$ cat src/host_port_pkg.sv
// shared constants and types for the sram-style host port
// assumes a single 40 MHz clock domain
package host_port_pkg;

    localparam int ADDR_HI = 7;
    localparam int ADDR_LO = 1;
    localparam int DATA_W = 16;
    localparam int WORD_W = 32;
    localparam int FIFO_DEPTH = 32;
    localparam int IRQ_SRC_W = 8;
    localparam int CSR_ADDR_W = 6;

    // address fields, in pin numbering A[7:1]
    localparam int REGION_HI = 7;
    localparam int REGION_LO = 6;
    localparam int HALF_BIT = 1;
    localparam logic [1:0] FIFO_REGION = 2'h0;

    // reset values
    localparam logic [1:0] RST_SYNC_INIT = 2'h0;
    localparam logic [DATA_W-1:0] DATA_RST = 16'h0000;
    localparam logic [WORD_W-1:0] WORD_RST = 32'h0000_0000;

    typedef enum logic [1:0] {
        ACC_IDLE = 2'h0,
        ACC_READ = 2'h1,
        ACC_WRITE = 2'h2
    } acc_state_t;

    typedef struct packed {
        logic active_high;
        logic open_drain;
        logic [IRQ_SRC_W-1:0] enable;
    } irq_cfg_t;

    typedef struct packed {
        logic rd;
        logic wr;
        logic [CSR_ADDR_W-1:0] addr;
        logic [WORD_W-1:0] wdata;
    } csr_req_t;

    localparam csr_req_t CSR_REQ_RST = '0;

endpackage

$ cat src/sram_host_port.sv
// sram-style host port: strobes, address decode, 16/32 pairing, irq pin
// assumes pins already synchronous to mclk; core answers csr reads
// in the same cycle as the request
`timescale 1ns/10ps
`default_nettype none
module sram_host_port (
    // clock and reset
    input wire logic mclk,
    input wire logic nrst,
    // host pins
    input wire logic [7:1] addr,
    input wire logic [15:0] data_in,
    output logic [15:0] data_out,
    output logic data_oe,
    input wire logic read_strobe_low,
    input wire logic write_strobe_low,
    input wire logic chip_select_low,
    input wire logic fifo_sel,
    // interrupt pin
    output logic irq_out,
    output logic irq_oe,
    input wire host_port_pkg::irq_cfg_t irq_cfg,
    input wire logic [7:0] irq_events,
    // power
    input wire logic low_power,
    output logic wake_req,
    // csr access towards the core
    output host_port_pkg::csr_req_t csr_req,
    input wire logic [31:0] csr_rdata,
    // transmit words towards the core
    output logic [31:0] tx_data,
    output logic tx_valid,
    input wire logic tx_ready,
    // receive words from the core
    input wire logic [31:0] rx_data,
    input wire logic rx_valid,
    output logic rx_ready,
    // status
    output logic write_dropped
);

    //--------------------------------------------------
    // reset release
    //--------------------------------------------------
    logic [1:0] rsync_q;
    wire rst_n = rsync_q[1];

    always_ff @(posedge mclk or negedge nrst) begin
        if (!nrst) begin
            rsync_q <= host_port_pkg::RST_SYNC_INIT;
        end else begin
            rsync_q <= {rsync_q[0], 1'b1};
        end
    end

    //--------------------------------------------------
    // strobe qualification and decode
    //--------------------------------------------------
    host_port_pkg::acc_state_t state_q;
    host_port_pkg::acc_state_t state_d;
    logic armed_q;
    logic rx_full_q;
    logic [31:0] rx_word_q;
    logic [15:0] tx_lo_q;
    logic [15:0] csr_lo_q;
    logic [31:0] csr_hold_q;
    logic csr_fetch_q;
    logic tx_pend_q;
    logic [31:0] tx_word_q;
    logic fifo_in_ready;

    wire selected = ~chip_select_low;
    // both strobes low is illegal and taken as no access
    wire rd_lvl = selected & ~read_strobe_low & write_strobe_low;
    wire wr_lvl = selected & ~write_strobe_low & read_strobe_low;
    wire rd_start = (state_q == host_port_pkg::ACC_IDLE) & rd_lvl;
    wire wr_start = (state_q == host_port_pkg::ACC_IDLE) & wr_lvl;
    wire in_region = addr[host_port_pkg::REGION_HI:host_port_pkg::REGION_LO]
                     == host_port_pkg::FIFO_REGION;
    // upper lines ignored under fifo select
    wire to_fifo = fifo_sel | in_region;
    wire half_hi = addr[host_port_pkg::HALF_BIT];
    wire [5:0] csr_addr = addr[7:2];
    wire wr_ok = armed_q & ~low_power;
    wire csr_rd_go = rd_start & ~to_fifo & ~half_hi;
    wire csr_wr_go = wr_start & wr_ok & ~to_fifo & half_hi;
    wire rx_pop = rd_start & to_fifo & half_hi & rx_full_q;
    wire rx_take = rx_valid & rx_ready;
    wire tx_new = wr_start & wr_ok & to_fifo & half_hi;
    wire tx_push = tx_pend_q & fifo_in_ready;
    wire tx_room = ~tx_pend_q | tx_push;
    wire [31:0] tx_word_d = {data_in, tx_lo_q};
    wire irq_act = |(irq_events & irq_cfg.enable);
    wire irq_level = irq_cfg.active_high ? irq_act : ~irq_act;
    wire [15:0] rx_half = half_hi ? rx_word_q[31:16] : rx_word_q[15:0];
    wire [15:0] rd_value = to_fifo ? (rx_full_q ? rx_half : 16'h0000)
                                   : csr_hold_q[31:16];

    always_comb begin
        state_d = state_q;
        case (state_q)
            host_port_pkg::ACC_IDLE: begin
                if (rd_lvl) begin
                    state_d = host_port_pkg::ACC_READ;
                end else if (wr_lvl) begin
                    state_d = host_port_pkg::ACC_WRITE;
                end
            end
            host_port_pkg::ACC_READ: begin
                if (!rd_lvl) begin
                    state_d = host_port_pkg::ACC_IDLE;
                end
            end
            host_port_pkg::ACC_WRITE: begin
                if (!wr_lvl) begin
                    state_d = host_port_pkg::ACC_IDLE;
                end
            end
            default: begin
                state_d = host_port_pkg::ACC_IDLE;
            end
        endcase
    end

    //--------------------------------------------------
    // access state, pins and power
    //--------------------------------------------------
    always_ff @(posedge mclk or negedge rst_n) begin
        if (!rst_n) begin
            state_q <= host_port_pkg::ACC_IDLE;
            data_oe <= 1'b0;
            wake_req <= 1'b0;
            armed_q <= 1'b0;
        end else begin
            state_q <= state_d;
            data_oe <= (state_d == host_port_pkg::ACC_READ);
            wake_req <= low_power & wr_start;
            if (low_power & wr_start) begin
                armed_q <= 1'b0;
            end else if (rd_start) begin
                armed_q <= 1'b1;
            end
        end
    end

    //--------------------------------------------------
    // read data and csr path
    //--------------------------------------------------
    always_ff @(posedge mclk or negedge rst_n) begin
        if (!rst_n) begin
            data_out <= host_port_pkg::DATA_RST;
            csr_req <= host_port_pkg::CSR_REQ_RST;
            csr_fetch_q <= 1'b0;
            csr_hold_q <= host_port_pkg::WORD_RST;
            csr_lo_q <= host_port_pkg::DATA_RST;
        end else begin
            csr_req.rd <= csr_rd_go;
            csr_req.wr <= csr_wr_go;
            if (csr_rd_go | csr_wr_go) begin
                csr_req.addr <= csr_addr;
            end
            if (csr_wr_go) begin
                csr_req.wdata <= {data_in, csr_lo_q};
            end
            if (wr_start & ~to_fifo & ~half_hi) begin
                csr_lo_q <= data_in;
            end
            csr_fetch_q <= csr_rd_go;
            if (csr_fetch_q) begin
                csr_hold_q <= csr_rdata;
                data_out <= csr_rdata[15:0];
            end else if (rd_start & ~csr_rd_go) begin
                data_out <= rd_value;
            end
        end
    end

    //--------------------------------------------------
    // receive word holding register
    //--------------------------------------------------
    always_ff @(posedge mclk or negedge rst_n) begin
        if (!rst_n) begin
            rx_full_q <= 1'b0;
            rx_ready <= 1'b0;
            rx_word_q <= host_port_pkg::WORD_RST;
        end else begin
            if (rx_take) begin
                rx_word_q <= rx_data;
            end
            rx_full_q <= rx_take | (rx_full_q & ~rx_pop);
            rx_ready <= ~(rx_take | (rx_full_q & ~rx_pop));
        end
    end

    //--------------------------------------------------
    // transmit pairing, drops new words while one waits on a full fifo
    //--------------------------------------------------
    always_ff @(posedge mclk or negedge rst_n) begin
        if (!rst_n) begin
            tx_lo_q <= host_port_pkg::DATA_RST;
            tx_pend_q <= 1'b0;
            tx_word_q <= host_port_pkg::WORD_RST;
            write_dropped <= 1'b0;
        end else begin
            if (wr_start & wr_ok & to_fifo & ~half_hi) begin
                tx_lo_q <= data_in;
            end
            if (tx_new & tx_room) begin
                tx_word_q <= tx_word_d;
            end
            tx_pend_q <= (tx_new & tx_room) | (tx_pend_q & ~tx_push);
            write_dropped <= tx_new & ~tx_room;
        end
    end

    word_fifo #(
        .WIDTH(host_port_pkg::WORD_W),
        .DEPTH(host_port_pkg::FIFO_DEPTH)
    ) tx_fifo (
        .clk(mclk),
        .rst_n(rst_n),
        .in_data(tx_word_q),
        .in_valid(tx_pend_q),
        .in_ready(fifo_in_ready),
        .out_data(tx_data),
        .out_valid(tx_valid),
        .out_ready(tx_ready)
    );

    //--------------------------------------------------
    // interrupt pin
    //--------------------------------------------------
    always_ff @(posedge mclk or negedge rst_n) begin
        if (!rst_n) begin
            irq_out <= 1'b0;
            irq_oe <= 1'b0;
        end else begin
            // open drain only ever pulls low
            irq_out <= irq_cfg.open_drain ? 1'b0 : irq_level;
            irq_oe <= irq_cfg.open_drain ? ~irq_level : 1'b1;
        end
    end
endmodule
`default_nettype wire

$ cat src/word_fifo.sv
// synchronous fifo with a registered output stage
// assumes one clock and an active-low reset already synchronised
`timescale 1ns/10ps
`default_nettype none
module word_fifo #(
    parameter int WIDTH = 32,
    parameter int DEPTH = 32
) (
    // clock and reset
    input wire logic clk,
    input wire logic rst_n,
    // filling side
    input wire logic [WIDTH-1:0] in_data,
    input wire logic in_valid,
    output logic in_ready,
    // draining side
    output logic [WIDTH-1:0] out_data,
    output logic out_valid,
    input wire logic out_ready
);
    localparam int AW = $clog2(DEPTH);

    logic [WIDTH-1:0] mem_q [DEPTH];
    logic [AW-1:0] wr_ptr_q;
    logic [AW-1:0] rd_ptr_q;
    logic [AW:0] count_q;
    logic [AW:0] count_d;
    wire push = in_valid & in_ready;
    wire load = (count_q != '0) & (~out_valid | out_ready);

    assign in_ready = (count_q != (AW+1)'(DEPTH));
    assign count_d = count_q + (AW+1)'(push) - (AW+1)'(load);

    always_ff @(posedge clk) begin
        if (push) begin
            mem_q[wr_ptr_q] <= in_data;
        end
    end

    always_ff @(posedge clk or negedge rst_n) begin
        if (!rst_n) begin
            wr_ptr_q <= '0;
            rd_ptr_q <= '0;
            count_q <= '0;
            out_valid <= 1'b0;
            out_data <= '0;
        end else begin
            count_q <= count_d;
            if (push) begin
                wr_ptr_q <= wr_ptr_q + AW'(1);
            end
            if (load) begin
                rd_ptr_q <= rd_ptr_q + AW'(1);
                out_data <= mem_q[rd_ptr_q];
                out_valid <= 1'b1;
            end else if (out_ready) begin
                out_valid <= 1'b0;
            end
        end
    end
endmodule
`default_nettype wire
$ cat config.mk
export PLATFORM = sky130hd
export DESIGN_NAME = sram_host_port
export DESIGN_NICKNAME = d
export VERILOG_FILES = /design/src/host_port_pkg.sv /design/src/sram_host_port.sv /design/src/word_fifo.sv
export SDC_FILE = /design/constraint.sdc
export NUM_CORES = 1
export LEC_CHECK = 0
export BUFFER_PORTS_ARGS = -buffer_cell sky130_fd_sc_hd__clkbuf_2
export CAP_MARGIN = 30
export CORE_ASPECT_RATIO = 0.9
export CORE_MARGIN = 2
export CORE_UTILIZATION = 61
export CTS_CLUSTER_SIZE = 30
export DETAILED_ROUTE_END_ITERATION = 10
export GPL_TIMING_DRIVEN = 0
export HOLD_SLACK_MARGIN = 0.1
export PLACE_DENSITY_LB_ADDON = 0.25
export SLEW_MARGIN = 20
export SYNTH_ARGS = -nofsm -noshare
export SYNTH_HDL_FRONTEND = slang
export SYNTH_SLANG_ARGS = --single-unit
$ cat constraint.sdc
create_clock -name mclk -period 7.7 [get_ports mclk]
set_input_delay 1.54 -clock mclk [delete_from_list [all_inputs] [get_ports mclk]]
set_output_delay 1.54 -clock mclk [all_outputs]
set_load 0.02 [all_outputs]
==> summary.md, run 1 <==
| Metric | Value |
|---|---|
| Fin nets | `2985` |
| YS warnings | `0` |
| Final setup fails | `0` |
| Area grow syn2layout | `16.2%` |
| Hold Crit Class | `flip-flop to asynchronous set/reset pin` |
| Full die area | `81400 sq um` |
| Post-Synth Adder-Cell Area | `0.00404` |
| Worst-Margin Slew | `1080 ps` |
| Async SR Flop Fraction | `0.183` |
| Post-Synth XOR/XNOR Area | `0.00218` |
| Core Region | `78200 sq um` |
| Slowest cell on crit path | `clkbuf_1` |
| Setup ws final | `3180 ps` |
| Final Power | `18.9 mW` |
| Clock Latency Late Sink | `690 ps` |
| Met1 Wirelength | `45200 um` |
| Placed cells | `3763` |
| Worst setup EP type | `flip-flop` |
| Initial Util | `0.618` |
| Fin crit share | `0.587` |
| Status | `finished, final reports clean` |
| Met2 WL | `58700 um` |
| CTS tree | `done` |
| Buf/Inv on CP | `4` |
| Crit path max fanout | `10` |
| H-tree level count | `3` |
| Drt initial violations | `3094` |
| RSZ-0062 raised after global routing | `no` |
| Post-synth top flop | `edfxtp_1` |
| Post-layout minimum cycle time | `4520 ps` |
| Total number of vias | `26300` |
| Die height | `271 um` |
| Syn Area/Cell | `19.6 sq um` |
| Final Wtd Congestion | `0.868` |
| Post-synthesis net count | `2596` |
| DR top layer | `met4` |
| CTS root buf | `clkbuf_16` |
| Clk sinks | `1254` |
| Post-Place Worst Slack | `2680 ps` |
| Via/cell ratio | `6.58` |
| Post-Synth Simple-Gate Area | `0.0202` |
| # port buffers | `208` |
| Num CTS Buffers | `117` |
| Post-CTS Hold Fix Bufs | `0` |
| Post-synthesis register bit count | `1254` |
| Total GRT Usage | `0.298` |
| CP peak stage delay | `820 ps` |
| Largest family of logic cells by synthesized area | `multiplexers` |
| Gr ovfl total | `0` |
| DIE WIDTH | `301 um` |
| FMAX | `221 MHz` |
| Peak VDD IR | `0.224 mV` |
| Post-synthesis mux area share | `0.163` |
| Pwr/cell area | `337 nW/um^2` |
| CP Cell Sequence | `clkbuf_2, nor2b_1, nor2_1, clkbuf_1, clkbuf_1, ha_1, inv_1, ha_1, a21o_1, a21o_1, a2111oi_0, a311oi_1` |
| Post-CTS Resized | `0` |
| Post-Place Cell Area | `52100 sq um` |
| Final Hold Viols | `0` |
| Max Cap Violations | `0` |
| Final Instance Area | `56100 sq um` |
| Worst slew margin | `0.277` |
| Pin count of the biggest net entering global routing | `59` |
| Slew Viols, Final | `0` |
| Most frequent cell after synthesis | `edfxtp_1` |
| Antenna-violating nets left | `0` |
| Max Buffers Root-to-Sink | `3` |
| Synth cell count leaders | `edfxtp_1, dfrtp_1, mux2_2` |
| CP Launch Type | `primary input` |
| Register area share after synthesis | `0.756` |
| Worst EP required | `8230 ps` |
| Vias in the first global route | `27000` |
| Met3 routed WL | `10100 um` |
| Postcts setup bufs | `0` |
| HPWL Detailed | `80700 um` |
| CTS clk-pin slew, worst paths | `60 ps` |
| Cell Rows | `97` |
| Share of layout cells above drive strength 1 | `0.307` |
| Hold Slack | `307 ps` |
| Setup Skew | `34.5 ps` |
| DR WL/cell | `30.1 um` |
| Cells after Synth | `2467` |
| Area leader, netlist | `edfxtp_1` |
| Delay-heaviest family, CP | `buffers and inverters` |
| TritonRoute pass-1 iters | `5` |
| Netlist cell types | `58` |
| LEAKAGE | `20.6 nW` |
| Initial antenna violation count | `1` |
| Worst Path Class, Setup | `primary input to flip-flop` |
| Compound-cell area share of the yosys netlist | `0.0381` |
| DRC Markers | `0` |
| EDFF count, synth | `1024` |
| First-pass GRT wire length | `176000 um` |
| Routed wire length | `120000 um` |
| Synthesized area | `48300 sq um` |
| Top cells by area, synth | `edfxtp_1, dfrtp_1, mux4_2` |
| Post-synth top area share | `0.637` |
| Final cell count without fillers | `3999` |
| I/O pin count | `209` |
| Arrival time at the worst endpoint | `5060 ps` |
## metal layers
metal / global-route usage / vias to the layer above
met5: 0 / -
met4: 0.140 / 0
met3: 0.0467 / 308
met2: 0.478 / 1580
met1: 0.407 / 13700
li1: - / 10700
## path summary, 6_finish.rpt
check	from	end	slack, ps	cells past startpoint
worst max register to register	tx_fifo.count_q[3]	tx_fifo.count_q[5]	3370	13
worst max-delay path	tx_ready	tx_fifo.count_q[5]	3180	12
worst min register to register	rsync_q[1]	tx_fifo.count_q[1]	310	0
min in group mclk	rsync_q[0]	rsync_q[1]	350	0
worst min-delay path	rsync_q[1]	tx_fifo.count_q[1]	310	0
max in group asynchronous	rsync_q[1]	csr_req[8]	6390	2
## sequential cells by signal, indices dropped and copies added, names as in the netlist, 2 cells and up
name              flops
tx_fifo.wr_ptr_q      5
csr_req              39
csr_hold_q           16
state_q               2
tx_fifo.count_q       6
tx_fifo.mem_q      1024
tx_word_q            32
data_out             16
tx_lo_q              16
rx_word_q            32
tx_fifo.rd_ptr_q      5
csr_lo_q             16
rsync_q               2
tx_fifo.out_data     32
## stage by stage
step / util / TNS, ps
global route: 0.718 / 0
CTS: 0.715 / 0
finish: 0.718 / 0
global placement: 0.648 / -438510
floorplan: - / 0
detailed placement: 0.667 / 0
## logic make-up (layout without fill, tap and decap cells)
logic type / after synthesis / in the layout
AOI/OAI and AO/OA: 267 / 267
xor gates and xnor gates: 12 / 12
adders and majority gates: 15 / 15
buffers and inverters: 156 / 648
DFF: 1254 / 1254
muxes: 559 / 559
other: 1 / 2
and+or+nand+nor: 203 / 203
## final cells by class
class                      count  area [sq um]
antenna                        1          2.50
buffer                       138           711
clock buffer                 169          3260
clock inverter                53           509
fill                        4547         22100
inverter                      18          67.6
multi-input combinational   1057         11200
sequential                  1254         36500
tap                         1039          1300
timing repair buffer         270          2490
## cells in the final DEF, fill, tap and decap left out, types with 27 or more instances in the layout
master	instances
edfxtp_1	1024
dfrtp_1	219
clkbuf_2	208
mux2_2	195
mux2i_1	192
mux4_2	160
clkbuf_16	119
clkbuf_1	110
o22ai_1	96
a211oi_1	63
nand2_1	60
nor2_1	51
a21oi_1	40
buf_16	38
nor2_4	32
a221oi_1	31
buf_4	27
## power by group
part / total (mW) / internal (mW) / switching (mW)
Clock: 5.67 / 3.24 / 2.43
Sequential: 8.24 / 7.86 / 0.384
Combinational: 4.97 / 2.05 / 2.91
Total: 18.9 / 13.1 / 5.73
Note: power is estimated with default switching activity, not from simulation.
==> run 2, diff against run 1 <==
- CORE_UTILIZATION: 61 -> 55
- clock period: 7.7 -> 3.85 ns (I/O delays scaled with it)
==> summary.md, run 2 (synthesis gave the netlist of run 1 again) <==
| Metric | Value |
|---|---|
| Final Instance Area | `56100 sq um` |
| Pin count of the biggest net entering global routing | `58` |
| Commonest cells after routing, fill and taps aside | `edfxtp_1, dfrtp_1, clkbuf_2` |
| CP Launch Type | `flip-flop` |
| Final Hold Viols | `0` |
| First-pass GRT wire length | `172000 um` |
| DR WL/cell | `28.7 um` |
| Total GRT Usage | `0.263` |
| Levels on crit path | `13` |
| Setup Total Neg Slack | `0 ps` |
| Worst EP required | `4410 ps` |
| H-tree level count | `3` |
| DR top layer | `met4` |
| Delay-heaviest family, CP | `compound AO/OA/AOI/OAI gates` |
| Peak VDD IR | `0.439 mV` |
| Met1 Wirelength | `48000 um` |
| Antenna-violating nets left | `0` |
| Core Region | `87400 sq um` |
| Met3 routed WL | `8440 um` |
| CP Cell Sequence | `inv_1, ha_1, nor4bb_4, nor2_1, clkbuf_2, buf_2, ha_1, inv_1, ha_1, a21o_1, a21o_1, a2111oi_0, a311oi_1` |
| Most used cell, CP | `ha_1` |
| Placed cells | `3871` |
| Final Wtd Congestion | `0.840` |
| Top Registers | `tx_fifo.mem_q x1024, csr_req x39` |
| Share of layout cells above drive strength 1 | `0.308` |
| CTS tree | `done` |
| Buf/Inv on CP | `4` |
| RSZ-0062 raised after global routing | `no` |
| Vias in the first global route | `26500` |
| Cell Rows | `103` |
| LEAKAGE | `20.6 nW` |
| # port buffers | `208` |
| Die height | `285 um` |
| Most flop-heavy register | `tx_fifo.mem_q` |
| Clock Latency Late Sink | `710 ps` |
| Num CTS Buffers | `120` |
| Clk sinks | `1254` |
| Total number of vias | `25800` |
| Worst-Margin Slew | `1060 ps` |
| Crit path max fanout | `10` |
| Post-Place Worst Slack | `-474 ps` |
| Slowest cell on crit path | `nor4bb_4` |
| Drt initial violations | `3266` |
| Met2 WL | `57500 um` |
| Routed wire length | `118000 um` |
| Slew Viols, Final | `0` |
| Hold Crit Class | `primary input to flip-flop` |
| DRC Markers | `0` |
| FMAX | `277 MHz` |
| Max FFs per register | `1024` |
| Via/cell ratio | `6.27` |
| CP peak stage delay | `510 ps` |
| Setup Skew | `28.4 ps` |
| Area grow syn2layout | `16.3%` |
| Pwr/cell area | `678 nW/um^2` |
| Setup ws final | `244 ps` |
| Max Buffers Root-to-Sink | `3` |
| Gr ovfl total | `0` |
| I/O pin count | `209` |
| Worst slew margin | `0.294` |
| Initial antenna violation count | `4` |
| Post-Place Cell Area | `51900 sq um` |
| Initial Util | `0.553` |
| R2R cell count | `13` |
| Status | `finished, final reports clean` |
| Final cell count without fillers | `4111` |
| TritonRoute pass-1 iters | `7` |
| Fin crit share | `0.937` |
| Fin nets | `2982` |
| HPWL Detailed | `80400 um` |
| Most common cell after layout, fill and taps aside | `edfxtp_1` |
| DIE WIDTH | `316 um` |
| Post-layout minimum cycle time | `3610 ps` |
| Final setup fails | `0` |
| Postcts setup bufs | `0` |
| Hold-critical path depth | `2` |
| Full die area | `90200 sq um` |
| Arrival time at the worst endpoint | `4160 ps` |
| CTS root buf | `clkbuf_16` |
| Max Cap Violations | `0` |
| CTS clk-pin slew, worst paths | `60 ps` |
| Worst setup EP type | `flip-flop` |
| Worst Path Class, Setup | `flip-flop to flip-flop` |
## run 2: changes by cell type in the layout (fill, tap and decap cells not counted), moves of 3 or more
| cell | before | now |
|---|---|---|
| buf_16 | 38 | 14 |
| clkbuf_1 | 110 | 100 |
| clkbuf_4 | 0 | 3 |
| buf_8 | 14 | 19 |
| clkbuf_8 | 9 | 16 |
| clkinv_2 | 22 | 18 |
| buf_12 | 9 | 22 |
| bufinv_16 | 9 | 6 |
| clkbuf_16 | 119 | 127 |
## run 2: final timing paths
path	start	to	slack, ps
min in group asynchronous	rsync_q[1]	data_out[7]	350
max in group asynchronous	rsync_q[1]	tx_word_q[7]	2200
min	irq_cfg[8]	irq_out	240
max	tx_fifo.count_q[4]	tx_fifo.count_q[5]	240
min reg2reg	rsync_q[1]	data_out[7]	350
max reg2reg	tx_fifo.count_q[4]	tx_fifo.count_q[5]	240
## run 2: power breakdown
group | total (mW) | internal, mW | leakage, nW | switching [mW]
sequential | 16.4 | 15.7 | 12.7 | 0.729
combinational | 9.83 | 4.12 | 5.90 | 5.72
clock | 11.8 | 6.76 | 1.95 | 4.99
total | 38.0 | 26.6 | 20.6 | 11.4
## run 2: metrics by stage
step                      utilization  total power, mW  hold WS (ps)
after CTS                       0.640             38.1           200
after global routing            0.642             39.3           218
after floorplan                     -             23.0           331
after global placement          0.581             26.1           344
after detailed placement        0.594             26.4           361
final                           0.642             38.0           239
## run 2: timing repair
action	CTS	global route
hold buffers	1	0
cloned	0	0
setup endpoints to repair	3	2
resized for setup	2	3
hold endpoints to repair	2	0
pin swaps	0	1
## run 2: worst reg2reg max path, delay by kind of cell, from the launching register on
kind	cells	cell delay, ps
flops	1	350
fa+ha+maj	3	690
compound gates	4	950
buf+inv	4	820
simple gates	2	660
## run 2: final cells by class
class | instances | area, sq um
Antenna cell | 1 | 2.50
Multi-Input combinational cell | 1057 | 11200
Inverter | 18 | 67.6
Tap cell | 1155 | 1450
Clock buffer | 179 | 3540
Buffer | 138 | 713
Fill cell | 5864 | 31300
Clock inverter | 45 | 419
Timing Repair Buffer | 264 | 2160
Sequential cell | 1254 | 36500
## run 2: metal layers
layer / up-vias / track usage
li1: 10700 / -
met1: 13600 / 0.373
met2: 1223 / 0.423
met3: 236 / 0.0369
met4: 0 / 0.0915
met5: - / 0
